===== config.mk =====
export PLATFORM = sky130hd
export DESIGN_NAME = rls_top
export DESIGN_NICKNAME = d
export VERILOG_FILES = /design/src/hw/rls_pkg.sv /design/src/hw/rls_sync2.sv /design/src/hw/rls_release_counter.sv /design/src/hw/rls_top.sv
export SDC_FILE = /design/constraint.sdc
export NUM_CORES = 1
export LEC_CHECK = 0
export BUFFER_PORTS_ARGS = -buffer_cell sky130_fd_sc_hd__clkbuf_2
export CAP_MARGIN = 20
export CORE_MARGIN = 2
export CORE_UTILIZATION = 35
export CTS_BUF_LIST = sky130_fd_sc_hd__clkbuf_4 sky130_fd_sc_hd__clkbuf_8
export CTS_CLUSTER_DIAMETER = 120
export DETAILED_ROUTE_END_ITERATION = 7
export MAX_ROUTING_LAYER = met4
export PLACE_DENSITY = 0.65
export SYNTH_ARGS = -nofsm -noshare
export SYNTH_HDL_FRONTEND = slang
export SYNTH_SLANG_ARGS = --single-unit

===== constraint.sdc =====
create_clock -name pclk -period 3.2 [get_ports pclk]
set_input_delay 0.32 -clock pclk [delete_from_list [all_inputs] [get_ports pclk]]
set_output_delay 0.32 -clock pclk [all_outputs]
set_load 0.02 [all_outputs]

===== src/hw/rls_pkg.sv =====
package rls_pkg;

  // Register byte offsets, one aligned word each
  localparam logic [7:0]  RLS_OFS_CTRL     = 8'h00;
  localparam logic [7:0]  RLS_OFS_COUNT    = 8'h04;
  localparam logic [7:0]  RLS_OFS_STATUS   = 8'h08;

  // Control word field positions
  localparam int          RLS_CTRL_SEL_LSB = 0;
  localparam int          RLS_CTRL_SEL_W   = 4;
  localparam int          RLS_CTRL_FBA_BIT = 4;
  localparam int          RLS_CTRL_D2E_BIT = 5;
  localparam int          RLS_CTRL_CRL_BIT = 6;
  localparam int          RLS_CTRL_GO_BIT  = 8;

  // Status word field positions
  localparam int          RLS_STAT_BUSY    = 0;
  localparam int          RLS_STAT_DONE    = 1;
  localparam int          RLS_STAT_ST_LSB  = 2;

  // Count field width
  localparam int          RLS_COUNT_W      = 21;

  // Reset values
  localparam logic [3:0]  RLS_SEL_RST      = 4'h1;
  localparam logic [20:0] RLS_COUNT_RST    = 21'h100000;

  // Sync source selector codes; every other code is reserved
  localparam logic [3:0]  RLS_SRC_ALIGN    = 4'h1;
  localparam logic [3:0]  RLS_SRC_LOOP0    = 4'h2;
  localparam logic [3:0]  RLS_SRC_D2       = 4'h4;
  localparam logic [3:0]  RLS_SRC_LOOP1    = 4'h8;

  // Positions of the external sources in the synchroniser vector
  localparam int          RLS_IDX_ALIGN    = 0;
  localparam int          RLS_IDX_LOOP0    = 1;
  localparam int          RLS_IDX_D2       = 2;
  localparam int          RLS_IDX_LOOP1    = 3;
  localparam int          RLS_NUM_SRC      = 4;

  // Sequencer states
  typedef enum logic [1:0] {
    RLS_ST_IDLE,
    RLS_ST_ARM,
    RLS_ST_HOLD
  } rls_state_type;

endpackage


===== src/hw/rls_sync2.sv =====
`timescale 1ns/1ns
// Two-flop synchroniser, one lane per bit
module rls_sync2 #(
  parameter int W = 4
) (
  input  wire logic         clk,
  input  wire logic         rstn,
  input  wire logic [W-1:0] d,
  output logic      [W-1:0] q
);

  genvar i;

  // Each lane: the first flop feeds only the second
  generate
    for (i = 0; i < W; i++) begin : g_lane
      logic meta_r;  // Metastable stage, read by q only
      always_ff @(posedge clk or negedge rstn) begin
        if (!rstn) begin
          meta_r <= 1'b0;
          q[i]   <= 1'b0;
        end else begin
          meta_r <= d[i];
          q[i]   <= meta_r;
        end
      end
    end
  endgenerate

endmodule


===== src/hw/rls_release_counter.sv =====
`timescale 1ns/1ns
// Down counter that ends the divider hold after a programmed count
module rls_release_counter
  import rls_pkg::*;
(
  input  wire logic                   clk,
  input  wire logic                   rstn,
  input  wire logic                   load,
  input  wire logic [RLS_COUNT_W-1:0] count_value,
  output logic                        done_r
);

  logic [RLS_COUNT_W-1:0] count_r;    // Cycles left
  logic                   running_r;  // Count in progress

  // Load, count down, pulse done on the last cycle
  always_ff @(posedge clk or negedge rstn) begin
    if (!rstn) begin
      count_r   <= '0;
      running_r <= 1'b0;
      done_r    <= 1'b0;
    end else begin
      done_r <= 1'b0;
      if (load) begin
        // Zero is outside the usable range; treat it as one
        count_r   <= (count_value == '0) ? RLS_COUNT_W'(1) : count_value;
        running_r <= 1'b1;
      end else if (running_r) begin
        if (count_r == RLS_COUNT_W'(1)) begin
          running_r <= 1'b0;
          done_r    <= 1'b1;
        end else begin
          count_r <= count_r - RLS_COUNT_W'(1);
        end
      end
    end
  end

endmodule


===== src/hw/rls_top.sv =====
// Chosen here: register access over APB and the address map.
`timescale 1ns/1ns
// Operation
// Code 0001 picks alignment pulse; 0000 reserved
// Code 0010 picks first loop feedback divider
// Code 0100 picks digital output two
// Code 1000 picks second loop feedback divider
// Software sets selector before divider reset
// Software sets feedback choice before divider reset
// Choice 0: feedback from VCO before sync
// Choice 1: feedback from VCO after sync
// D2 clock low unless trigger enabled
// Release by second loop or count end
// 21-bit count, reset 0x100000, range 1..2097151
// Reserved selector codes produce no sync event
module rls_top
  import rls_pkg::*;
(
  input  wire logic        pclk,
  input  wire logic        presetn,
  input  wire logic        psel,
  input  wire logic        penable,
  input  wire logic        pwrite,
  input  wire logic [7:0]  paddr,
  input  wire logic [31:0] pwdata,
  output logic      [31:0] prdata,
  output logic             pready,
  output logic             pslverr,
  input  wire logic        internal_alignment_pulse,
  input  wire logic        first_loop_fb_div,
  input  wire logic        second_loop_fb_div,
  input  wire logic        digital_output_two,
  output logic             rf_sync_event,
  output logic             rf_div_reset_hold,
  output logic             rf_feedback_clock_choice,
  output logic             d2_trigger_clk
);

  // Software-visible configuration
  logic [3:0]             rf_sync_source_sel_r;            // Source code
  logic                   rf_feedback_clock_after_sync_r;  // Feedback VCO tap
  logic                   d2_trigger_enable_r;             // D2 gate
  logic                   rf_sync_counter_release_r;       // Release mode
  logic [RLS_COUNT_W-1:0] rf_sync_count_value_r;           // Release count
  logic                   done_r;                          // Sticky completion

  // Bus handshake state
  logic                   pready_r;      // Access answered this cycle
  logic [31:0]            prdata_r;      // Read data
  logic                   pslverr_r;     // Unmapped address answer
  logic                   acc_go;        // Access takes effect now
  logic                   wr_ctrl;       // Write to control word
  logic                   wr_count;      // Write to count word
  logic                   wr_status;     // Write to status word
  logic                   addr_ok;       // Address is mapped

  // Source synchronisation and edges
  logic [RLS_NUM_SRC-1:0] src_raw;       // Pins from foreign domains
  logic [RLS_NUM_SRC-1:0] src_sync;      // After two flops
  logic [RLS_NUM_SRC-1:0] src_prev_r;    // One cycle older copy
  logic [RLS_NUM_SRC-1:0] src_rise;      // Rising edge per source

  // Sequencer
  rls_state_type          state_r;       // Current state
  rls_state_type          state_nxt;     // Next state
  logic                   start_req;     // Software asked for sync
  logic                   sel_edge;      // Edge of chosen source
  logic                   sel_valid;     // Chosen code is not reserved
  logic                   go_code_ok;    // Code written with go is defined
  logic                   fire;          // Sync event now
  logic                   release_now;   // End of divider hold
  logic                   cnt_done;      // Count completed
  logic                   sync_event_r;  // Output pulse
  logic                   div_hold_r;    // Divider held in reset
  logic                   fb_choice_r;   // Feedback clock select out
  logic                   d2_clk_r;      // Gated D2 clock out

  // Bus decode; one wait state, answer on the second access cycle
  assign acc_go    = psel & penable & pready_r;
  assign addr_ok   = (paddr == RLS_OFS_CTRL) | (paddr == RLS_OFS_COUNT) | (paddr == RLS_OFS_STATUS);
  assign wr_ctrl   = acc_go & pwrite & (paddr == RLS_OFS_CTRL);
  assign wr_count  = acc_go & pwrite & (paddr == RLS_OFS_COUNT);
  assign wr_status = acc_go & pwrite & (paddr == RLS_OFS_STATUS);

  // Ready rises one cycle into the access phase and falls after it
  always_ff @(posedge pclk or negedge presetn) begin
    if (!presetn) begin
      pready_r <= 1'b0;
    end else begin
      pready_r <= psel & penable & ~pready_r;
    end
  end

  // Error flag prepared with ready, for unmapped addresses
  always_ff @(posedge pclk or negedge presetn) begin
    if (!presetn) begin
      pslverr_r <= 1'b0;
    end else begin
      pslverr_r <= psel & penable & ~pready_r & ~addr_ok;
    end
  end

  // Read data captured as ready rises, cleared only while psel is low
  always_ff @(posedge pclk or negedge presetn) begin
    if (!presetn) begin
      prdata_r <= '0;
    end else if (psel & penable & ~pready_r & ~pwrite) begin
      prdata_r <= '0;
      case (paddr)
        RLS_OFS_CTRL: begin
          prdata_r[RLS_CTRL_SEL_LSB +: RLS_CTRL_SEL_W] <= rf_sync_source_sel_r;
          prdata_r[RLS_CTRL_FBA_BIT]                   <= rf_feedback_clock_after_sync_r;
          prdata_r[RLS_CTRL_D2E_BIT]                   <= d2_trigger_enable_r;
          prdata_r[RLS_CTRL_CRL_BIT]                   <= rf_sync_counter_release_r;
          prdata_r[RLS_CTRL_GO_BIT]                    <= (state_r != RLS_ST_IDLE);
        end
        RLS_OFS_COUNT: begin
          prdata_r[RLS_COUNT_W-1:0] <= rf_sync_count_value_r;
        end
        RLS_OFS_STATUS: begin
          prdata_r[RLS_STAT_BUSY]          <= (state_r != RLS_ST_IDLE);
          prdata_r[RLS_STAT_DONE]          <= done_r;
          prdata_r[RLS_STAT_ST_LSB +: 2]   <= state_r;
        end
        default: begin
          // Unmapped reads return zero
          prdata_r <= '0;
        end
      endcase
    end else if (!psel) begin
      prdata_r <= '0;
    end
  end

  // Control word storage
  always_ff @(posedge pclk or negedge presetn) begin
    if (!presetn) begin
      rf_sync_source_sel_r           <= RLS_SEL_RST;
      rf_feedback_clock_after_sync_r <= 1'b0;
      d2_trigger_enable_r            <= 1'b0;
      rf_sync_counter_release_r      <= 1'b0;
    end else if (wr_ctrl) begin
      rf_sync_source_sel_r           <= pwdata[RLS_CTRL_SEL_LSB +: RLS_CTRL_SEL_W];
      rf_feedback_clock_after_sync_r <= pwdata[RLS_CTRL_FBA_BIT];
      d2_trigger_enable_r            <= pwdata[RLS_CTRL_D2E_BIT];
      rf_sync_counter_release_r      <= pwdata[RLS_CTRL_CRL_BIT];
    end
  end

  // Count storage, full 21-bit field
  always_ff @(posedge pclk or negedge presetn) begin
    if (!presetn) begin
      rf_sync_count_value_r <= RLS_COUNT_RST;
    end else if (wr_count) begin
      rf_sync_count_value_r <= pwdata[RLS_COUNT_W-1:0];
    end
  end

  // Sticky completion flag; a release in the clearing cycle wins
  always_ff @(posedge pclk or negedge presetn) begin
    if (!presetn) begin
      done_r <= 1'b0;
    end else if (release_now) begin
      done_r <= 1'b1;
    end else if (wr_status & pwdata[RLS_STAT_DONE]) begin
      done_r <= 1'b0;
    end
  end

  // The go bit in the same write as the selector uses the new code,
  // so one write can both configure and start
  assign start_req = wr_ctrl & pwdata[RLS_CTRL_GO_BIT];

  // Judge the code in the go write itself; the stored code is still the old one
  assign go_code_ok = pwdata[RLS_CTRL_SEL_LSB +: RLS_CTRL_SEL_W] inside {RLS_SRC_ALIGN, RLS_SRC_LOOP0,
                                                                        RLS_SRC_D2, RLS_SRC_LOOP1};

  // All source pins come from other clock domains
  assign src_raw[RLS_IDX_ALIGN] = internal_alignment_pulse;
  assign src_raw[RLS_IDX_LOOP0] = first_loop_fb_div;
  assign src_raw[RLS_IDX_D2]    = digital_output_two;
  assign src_raw[RLS_IDX_LOOP1] = second_loop_fb_div;

  rls_sync2 #(
    .W    (RLS_NUM_SRC)
  ) u_sync (
    .clk  (pclk),
    .rstn (presetn),
    .d    (src_raw),
    .q    (src_sync)
  );

  // Edge history; sources slower than half pclk only
  always_ff @(posedge pclk or negedge presetn) begin
    if (!presetn) begin
      src_prev_r <= '0;
    end else begin
      src_prev_r <= src_sync;
    end
  end

  assign src_rise = src_sync & ~src_prev_r;

  // Source choice from the selector, decoded from the stored code
  always_comb begin
    sel_edge  = 1'b0;
    sel_valid = 1'b1;
    case (rf_sync_source_sel_r)
      RLS_SRC_ALIGN: sel_edge = src_rise[RLS_IDX_ALIGN];
      RLS_SRC_LOOP0: sel_edge = src_rise[RLS_IDX_LOOP0];
      RLS_SRC_D2:    sel_edge = src_rise[RLS_IDX_D2];
      RLS_SRC_LOOP1: sel_edge = src_rise[RLS_IDX_LOOP1];
      default: begin
        // Reserved codes never yield an edge
        sel_edge  = 1'b0;
        sel_valid = 1'b0;
      end
    endcase
  end

  // Sync fires on the first chosen edge while armed
  assign fire = (state_r == RLS_ST_ARM) & sel_edge;

  // Hold ends by second loop edge or by count completion
  assign release_now = (state_r == RLS_ST_HOLD) &
                       (rf_sync_counter_release_r ? cnt_done
                                                  : src_rise[RLS_IDX_LOOP1]);

  rls_release_counter u_count (
    .clk         (pclk),
    .rstn        (presetn),
    .load        (fire & rf_sync_counter_release_r),
    .count_value (rf_sync_count_value_r),
    .done_r      (cnt_done)
  );

  // Sequencer next state
  always_comb begin
    state_nxt = state_r;
    case (state_r)
      RLS_ST_IDLE: begin
        // A start with a reserved code is dropped
        if (start_req & go_code_ok) begin
          state_nxt = RLS_ST_ARM;
        end
      end
      RLS_ST_ARM: begin
        if (!sel_valid) begin
          // Code changed to reserved while armed: give up quietly
          state_nxt = RLS_ST_IDLE;
        end else if (fire) begin
          state_nxt = RLS_ST_HOLD;
        end
      end
      RLS_ST_HOLD: begin
        if (release_now) begin
          state_nxt = RLS_ST_IDLE;
        end
      end
      default: begin
        state_nxt = RLS_ST_IDLE;
      end
    endcase
  end

  // Sequencer state register
  always_ff @(posedge pclk or negedge presetn) begin
    if (!presetn) begin
      state_r <= RLS_ST_IDLE;
    end else begin
      state_r <= state_nxt;
    end
  end

  // One-cycle sync event toward the output dividers
  always_ff @(posedge pclk or negedge presetn) begin
    if (!presetn) begin
      sync_event_r <= 1'b0;
    end else begin
      sync_event_r <= fire;
    end
  end

  // Divider hold level, from the sync event until release
  always_ff @(posedge pclk or negedge presetn) begin
    if (!presetn) begin
      div_hold_r <= 1'b0;
    end else if (fire) begin
      div_hold_r <= 1'b1;
    end else if (release_now) begin
      div_hold_r <= 1'b0;
    end
  end

  // Feedback VCO tap select for the external glitch-free clock mux;
  // changing it mid-hold is legal but can disturb the loop
  always_ff @(posedge pclk or negedge presetn) begin
    if (!presetn) begin
      fb_choice_r <= 1'b0;
    end else begin
      fb_choice_r <= rf_feedback_clock_after_sync_r;
    end
  end

  // Gated D2 clock; resampled at pclk, so only slow D2 rates pass cleanly
  always_ff @(posedge pclk or negedge presetn) begin
    if (!presetn) begin
      d2_clk_r <= 1'b0;
    end else begin
      d2_clk_r <= d2_trigger_enable_r & src_sync[RLS_IDX_D2];
    end
  end

  // All outputs straight from flops
  assign prdata                   = prdata_r;
  assign pready                   = pready_r;
  assign pslverr                  = pslverr_r;
  assign rf_sync_event            = sync_event_r;
  assign rf_div_reset_hold        = div_hold_r;
  assign rf_feedback_clock_choice = fb_choice_r;
  assign d2_trigger_clk           = d2_clk_r;

endmodule


---- Word-level counts from Yosys, hierarchy flattened ----
Index checks and enable logic that the tools add are counted.
storage, ports and cells
  bits in registers ....................... 104
  latch bits .............................. 0
  RAM bits ................................ 0
  ROM bits ................................ 0
  input bits .............................. 49
  output and inout bits ................... 38
  logic and storage cells ................. 108
  memories kept ........................... 0
operators by class
  add/subtract/negate cells ............... 1
  multipliers ............................. 0
  divide/modulo/power cells ............... 0
  $lt $le $gt $ge ......................... 0
  equality and inequality tests ........... 18
  shift-type cells ........................ 0
  muxes and demuxes ....................... 29
  bitwise operators ....................... 23
  reduce and logical (&&, ||, !) cells .... 11
operator list
  cell                   number
  $mux 21                4
  $mux 32                2
  $eq 21x1->1 const B    1
  $logic_not 21->1       1
  $sub 21x1->21 const B  1
  $and 1x1->1            16
  $mux 1                 13
  $mux 12                1
  $pmux 4 s3             1
  $eq 4x1->1 const B     2
  $eq 4x2->1 const B     2
  $eq 4x3->1 const B     2
  $eq 4x4->1 const B     2
  $eq 8x3->1 const B     1
  $eq 8x4->1 const B     1
  $logic_not 8->1        1
  $mux 2                 4
  $reduce_bool 2->1      4
  $pmux 2 s3             1
  $pmux 3 s2             1
  $and 4x4->4            1
  $ne 2x1->1 const B     2
  $ne 2x2->1 const B     2
  $not 4->4              1
  12 further kinds       15

---- Logic depth before layout (Yosys ltp) ----
  depth in word-level cells ............... 8
  depth in mapped cells ................... 9
  depth with buffers taken out ............ 7

---- Hierarchy ----
A second synthesis with hierarchy kept.
second synthesis, totals
  cells, all modules ...................... 380
  area total of the unflattened synthesis .. 4369.2 um2
modules (own cells, without submodules)
  module               instances  cells an instance  area an instance (um2)  seq. area each (um2)
  rls_top              1          199                2641.3                  1554.0
  rls_release_counter  1          173                1527.7                  575.6
  rls_sync2            1          8                  200.2                   200.2

---- Least setup slack after synthesis ----
OpenSTA, ideal clock, no wires.
  kind .................................... register to register
  start ................................... register u_count.count_r[1]
  end ..................................... register u_count.count_r[6]
  arrival time ............................ 1.855 ns
  slack ................................... 1.220 ns
  stages on the path, launching flop included .. 10
  path buffers ............................ 2
  clock period less this slack ............ 1.980 ns
  cell sequence ........................... dfrtp_1 -> inv_1 -> ha_1 -> nor4b_1 -> and3_1 -> buf_4 -> and3_1 -> buf_2 -> o21ai_0 -> mux2_4
between the ends
  cells in the longest elaborated chain, start to end .. 4
  elaborated cells on any way between the ends .. 7
  those cells by class .................... add/sub: 1; eq/ne: 2; mux: 3; reduce/logical: 1
RTL lines
  item                      RTL line                   RTL
  start: declaration        rls_release_counter.sv:13  logic [RLS_COUNT_W-1:0] count_r;
  start signal: assignment  rls_release_counter.sv:26  count_r <= (count_value == '0) ? RLS_COUNT_W'(1) : count_value;
  start signal: assignment  rls_release_counter.sv:33  count_r <= count_r - RLS_COUNT_W'(1);
  $sub 21x1->21             rls_release_counter.sv:33
  $mux 21                   rls_release_counter.sv:29  if (count_r == RLS_COUNT_W'(1)) begin
  $mux 21                   rls_release_counter.sv:28  end else if (running_r) begin
  $mux 21                   rls_release_counter.sv:24  if (load) begin
Parallel ways exist; a longest one is shown, timed or not. The select of a mux whose other input is x is not followed.
A chain may end at the register's enable or synchronous reset.

---- Final worst setup path ----
Ends and elaborated chain as after synthesis.

==> metrics.txt <==
Initial DRC Count=123; Syn Area/Cell=12.2 sq um; CTS buffer count=9; CTS sink count=93; first-pass GRT wire length=16200 microns; initial antenna violation count=0; synth warn=0; Final setup viols=0; Crit Path Max Fanout=9; final instance area=5060 sq um; TritonCTS clock tree=built; overall routing resource usage=16.3%; Crit Path Class=flop to flop; Final Max Tran Viols=0; Initial Util=36.1%; asr flop ratio synth=100%; # DRC=0; Nets=478; Synth area leaders=dfrtp_1 52%, mux2_2 7.5%, mux2_4 5.5%; startpoint class of the critical path=flop; Hold Buf Count CTS=0; Sum Neg Setup Slack=0 ns; Critical Path Max Stage Delay=0.46 ns; most common cell after layout, fill and taps aside=dfrtp_1; number of synthesized flops with an enable pin=0; sequential area share after synthesis=53.4%; post-CTS sizing=0; Fmax achieved=414 MHz; Inserted Diodes=0; CP Data Arrival Time=2.68 ns; slowest CP cell=nor4b_1; WL met3=394 microns; setup repair bufs after CTS=0; final RePlAce weighted congestion=0.846; Max Cap Viol=0; leading area contributor after synthesis=dfrtp_1; CP cell instances=inv_1 -> ha_1 -> nor4b_1 -> and3_1 -> and3_1 -> o21ai_0 -> mux2_4; Lkg Pwr=2.51 nW; Top Metal Used=met4; RSZ-0062 raised after global routing=no; H-tree Lvls=3; post-synthesis register bit count=93; clk slew on worst S/H paths=0.09 ns; Mapped Cells=358; endpoint type of the worst setup path=flop; largest net degree at the start of global routing=67; Vias=3079; routed wl met2=4700 microns; Post-Route Skew=0.00989 ns; post-detailed-route count of antenna-violating nets=0; Yosys cell types=54; Synth Cell Area=4360 sq um; WL met1=4440 microns; Die H=116 microns; routed length per instance=16.3 microns; IO Count=87; CP dominant cell by count=and3_1; WHS=0.0319 ns; worst hold path type=input port to asynchronous set/reset pin; Clock Tree Root=clkbuf_8; Die X=116 microns; Crit path buffers/inverters=1; final worst-path cycle share=75.5%; commonest non-fill, non-tap cells in the layout=91 x dfrtp_1, 63 x clkbuf_2, 29 x mux2_2; final hold viol count=0; HPWL Detailed=6960 microns; PortBufs=64; DP Area=4840 sq um; worst path required time=3.46 ns; vias in the first global route=3112; Area growth, synth to finish=16.0%; maximum VDD drop=0.000224 V; Slew headroom=37.9%; outcome=finished clean; Synth Flop Type=dfrtp_1; wirelength, routed=9810 microns; layout cells sized above 1=34.3%; Period minus WS final=2.42 ns; Die ar.=13400 sq um; Detailed Routing Iterations Pass 1=4; total gr overflow=0; PD cells=428 nW/um^2; crit-path leading delay family=simple AND/OR/NAND/NOR gates; num rows=40; share of the synthesized area in the top cell type=52.2%; routed vias/inst=5.13; clk_lat worst skew=0.37 ns; Pwr Total=2.16 mW; CTS Buffer Depth=2; Tightest Pin Transition=0.932 ns; core area=12100 sq um
==> metal layers <==
| metal | track usage [%] | vias up |
|---|---|---|
| met3 | 3.66 | 19 |
| met5 | - | - |
| met2 | 24.6 | 74 |
| met1 | 21.0 | 1547 |
| li1 | - | 1439 |
| met4 | 7.23 | 0 |
==> area by class of cell <==
cell class / count / area (sq um)
clock inverter: 4 / 73.8
multi-input combinational: 247 / 1900
sequential: 93 / 2330
timing repair buffer: 71 / 375
tap: 168 / 210
clock buffer: 12 / 146
fill: 1147 / 7000
inverter: 5 / 18.8
==> worst reg2reg max path, stage by stage (launching register included) <==
cell and delay [ns]:
dfrtp_1 0.41, inv_1 0.11, ha_1 0.14, nor4b_1 0.46, and3_1 0.39, and3_1 0.37
o21ai_0 0.16, mux2_4 0.27
==> cells by family (layout without fill, tap and decap cells) <==
| group | after synthesis | count (layout) | share of synthesized area (%) |
|---|---|---|---|
| and+or+nand+nor | 104 | 104 | 14.5 |
| adders and majority gates | 2 | 2 | 0.574 |
| DFF | 93 | 93 | 53.4 |
| buffers and inverters | 28 | 92 | 3.90 |
| muxes | 56 | 56 | 15.6 |
| AOI/OAI and AO/OA | 66 | 66 | 10.3 |
| other | 1 | 11 | 0.0860 |
| xor gates and xnor gates | 8 | 8 | 1.61 |
==> Yosys cell counts, types with 5 or more instances <==
cell	n
o21ai_0	26
o31ai_1	8
dfrtp_1	91
nand2_1	22
mux2i_1	9
xor2_1	5
or4_1	5
inv_1	5
nor2_1	14
nor4_1	9
nand3_1	6
mux2_2	29
nand4_1	5
nand2b_1	7
a21oi_1	5
mux2_4	16
a22o_1	17
buf_4	12
==> power by group <==
| part | internal, mW | switching, mW | leakage, nW |
|---|---|---|---|
| registers | 1.18 | 0.00589 | 1.26 |
| logic | 0.0283 | 0.0671 | 1.14 |
| clock network | 0.467 | 0.412 | 0.115 |
==> state kept, by name, indices dropped and copies added (netlist names), 2 cells and up <==
name and cells:
rf_sync_count_value_r 21, u_sync.q 4, prdata 21, u_count.count_r 21, rf_sync_source_sel_r 4, u_sync.g_lane.meta_r 4
src_prev_r 4, state_r 2
==> through the flow <==
step                      utilization, %  setup slack (ns)  instances
after floorplan                        -              1.22        368
after global placement              40.1             0.860        584
after detailed placement            40.1             0.804        584
after CTS                           41.9             0.775        600
after global routing                41.9             0.552        600
final                               41.9             0.784        600
==> path summary, 6_finish.rpt <==
kind	cells after the start	start	endpoint	slack, ns
worst max-delay path	7	u_count.count_r[1]$_DFFE_PN0P_	u_count.count_r[6]$_DFFE_PN0P_	0.78
worst min-delay path	1	presetn	prdata[16]$_DFFE_PN0P_	0.03
worst max register to register	7	u_count.count_r[1]$_DFFE_PN0P_	u_count.count_r[6]$_DFFE_PN0P_	0.78
worst min register to register	0	u_sync.g_lane[3].meta_r$_DFF_PN0_	u_sync.q[3]$_DFF_PN0_	0.36
max in group asynchronous	2	presetn	u_count.count_r[5]$_DFFE_PN0P_	2.42
min in group pclk	1	first_loop_fb_div	u_sync.g_lane[1].meta_r$_DFF_PN0_	0.04
No activity file was read; power rests on OpenSTA's default activity.
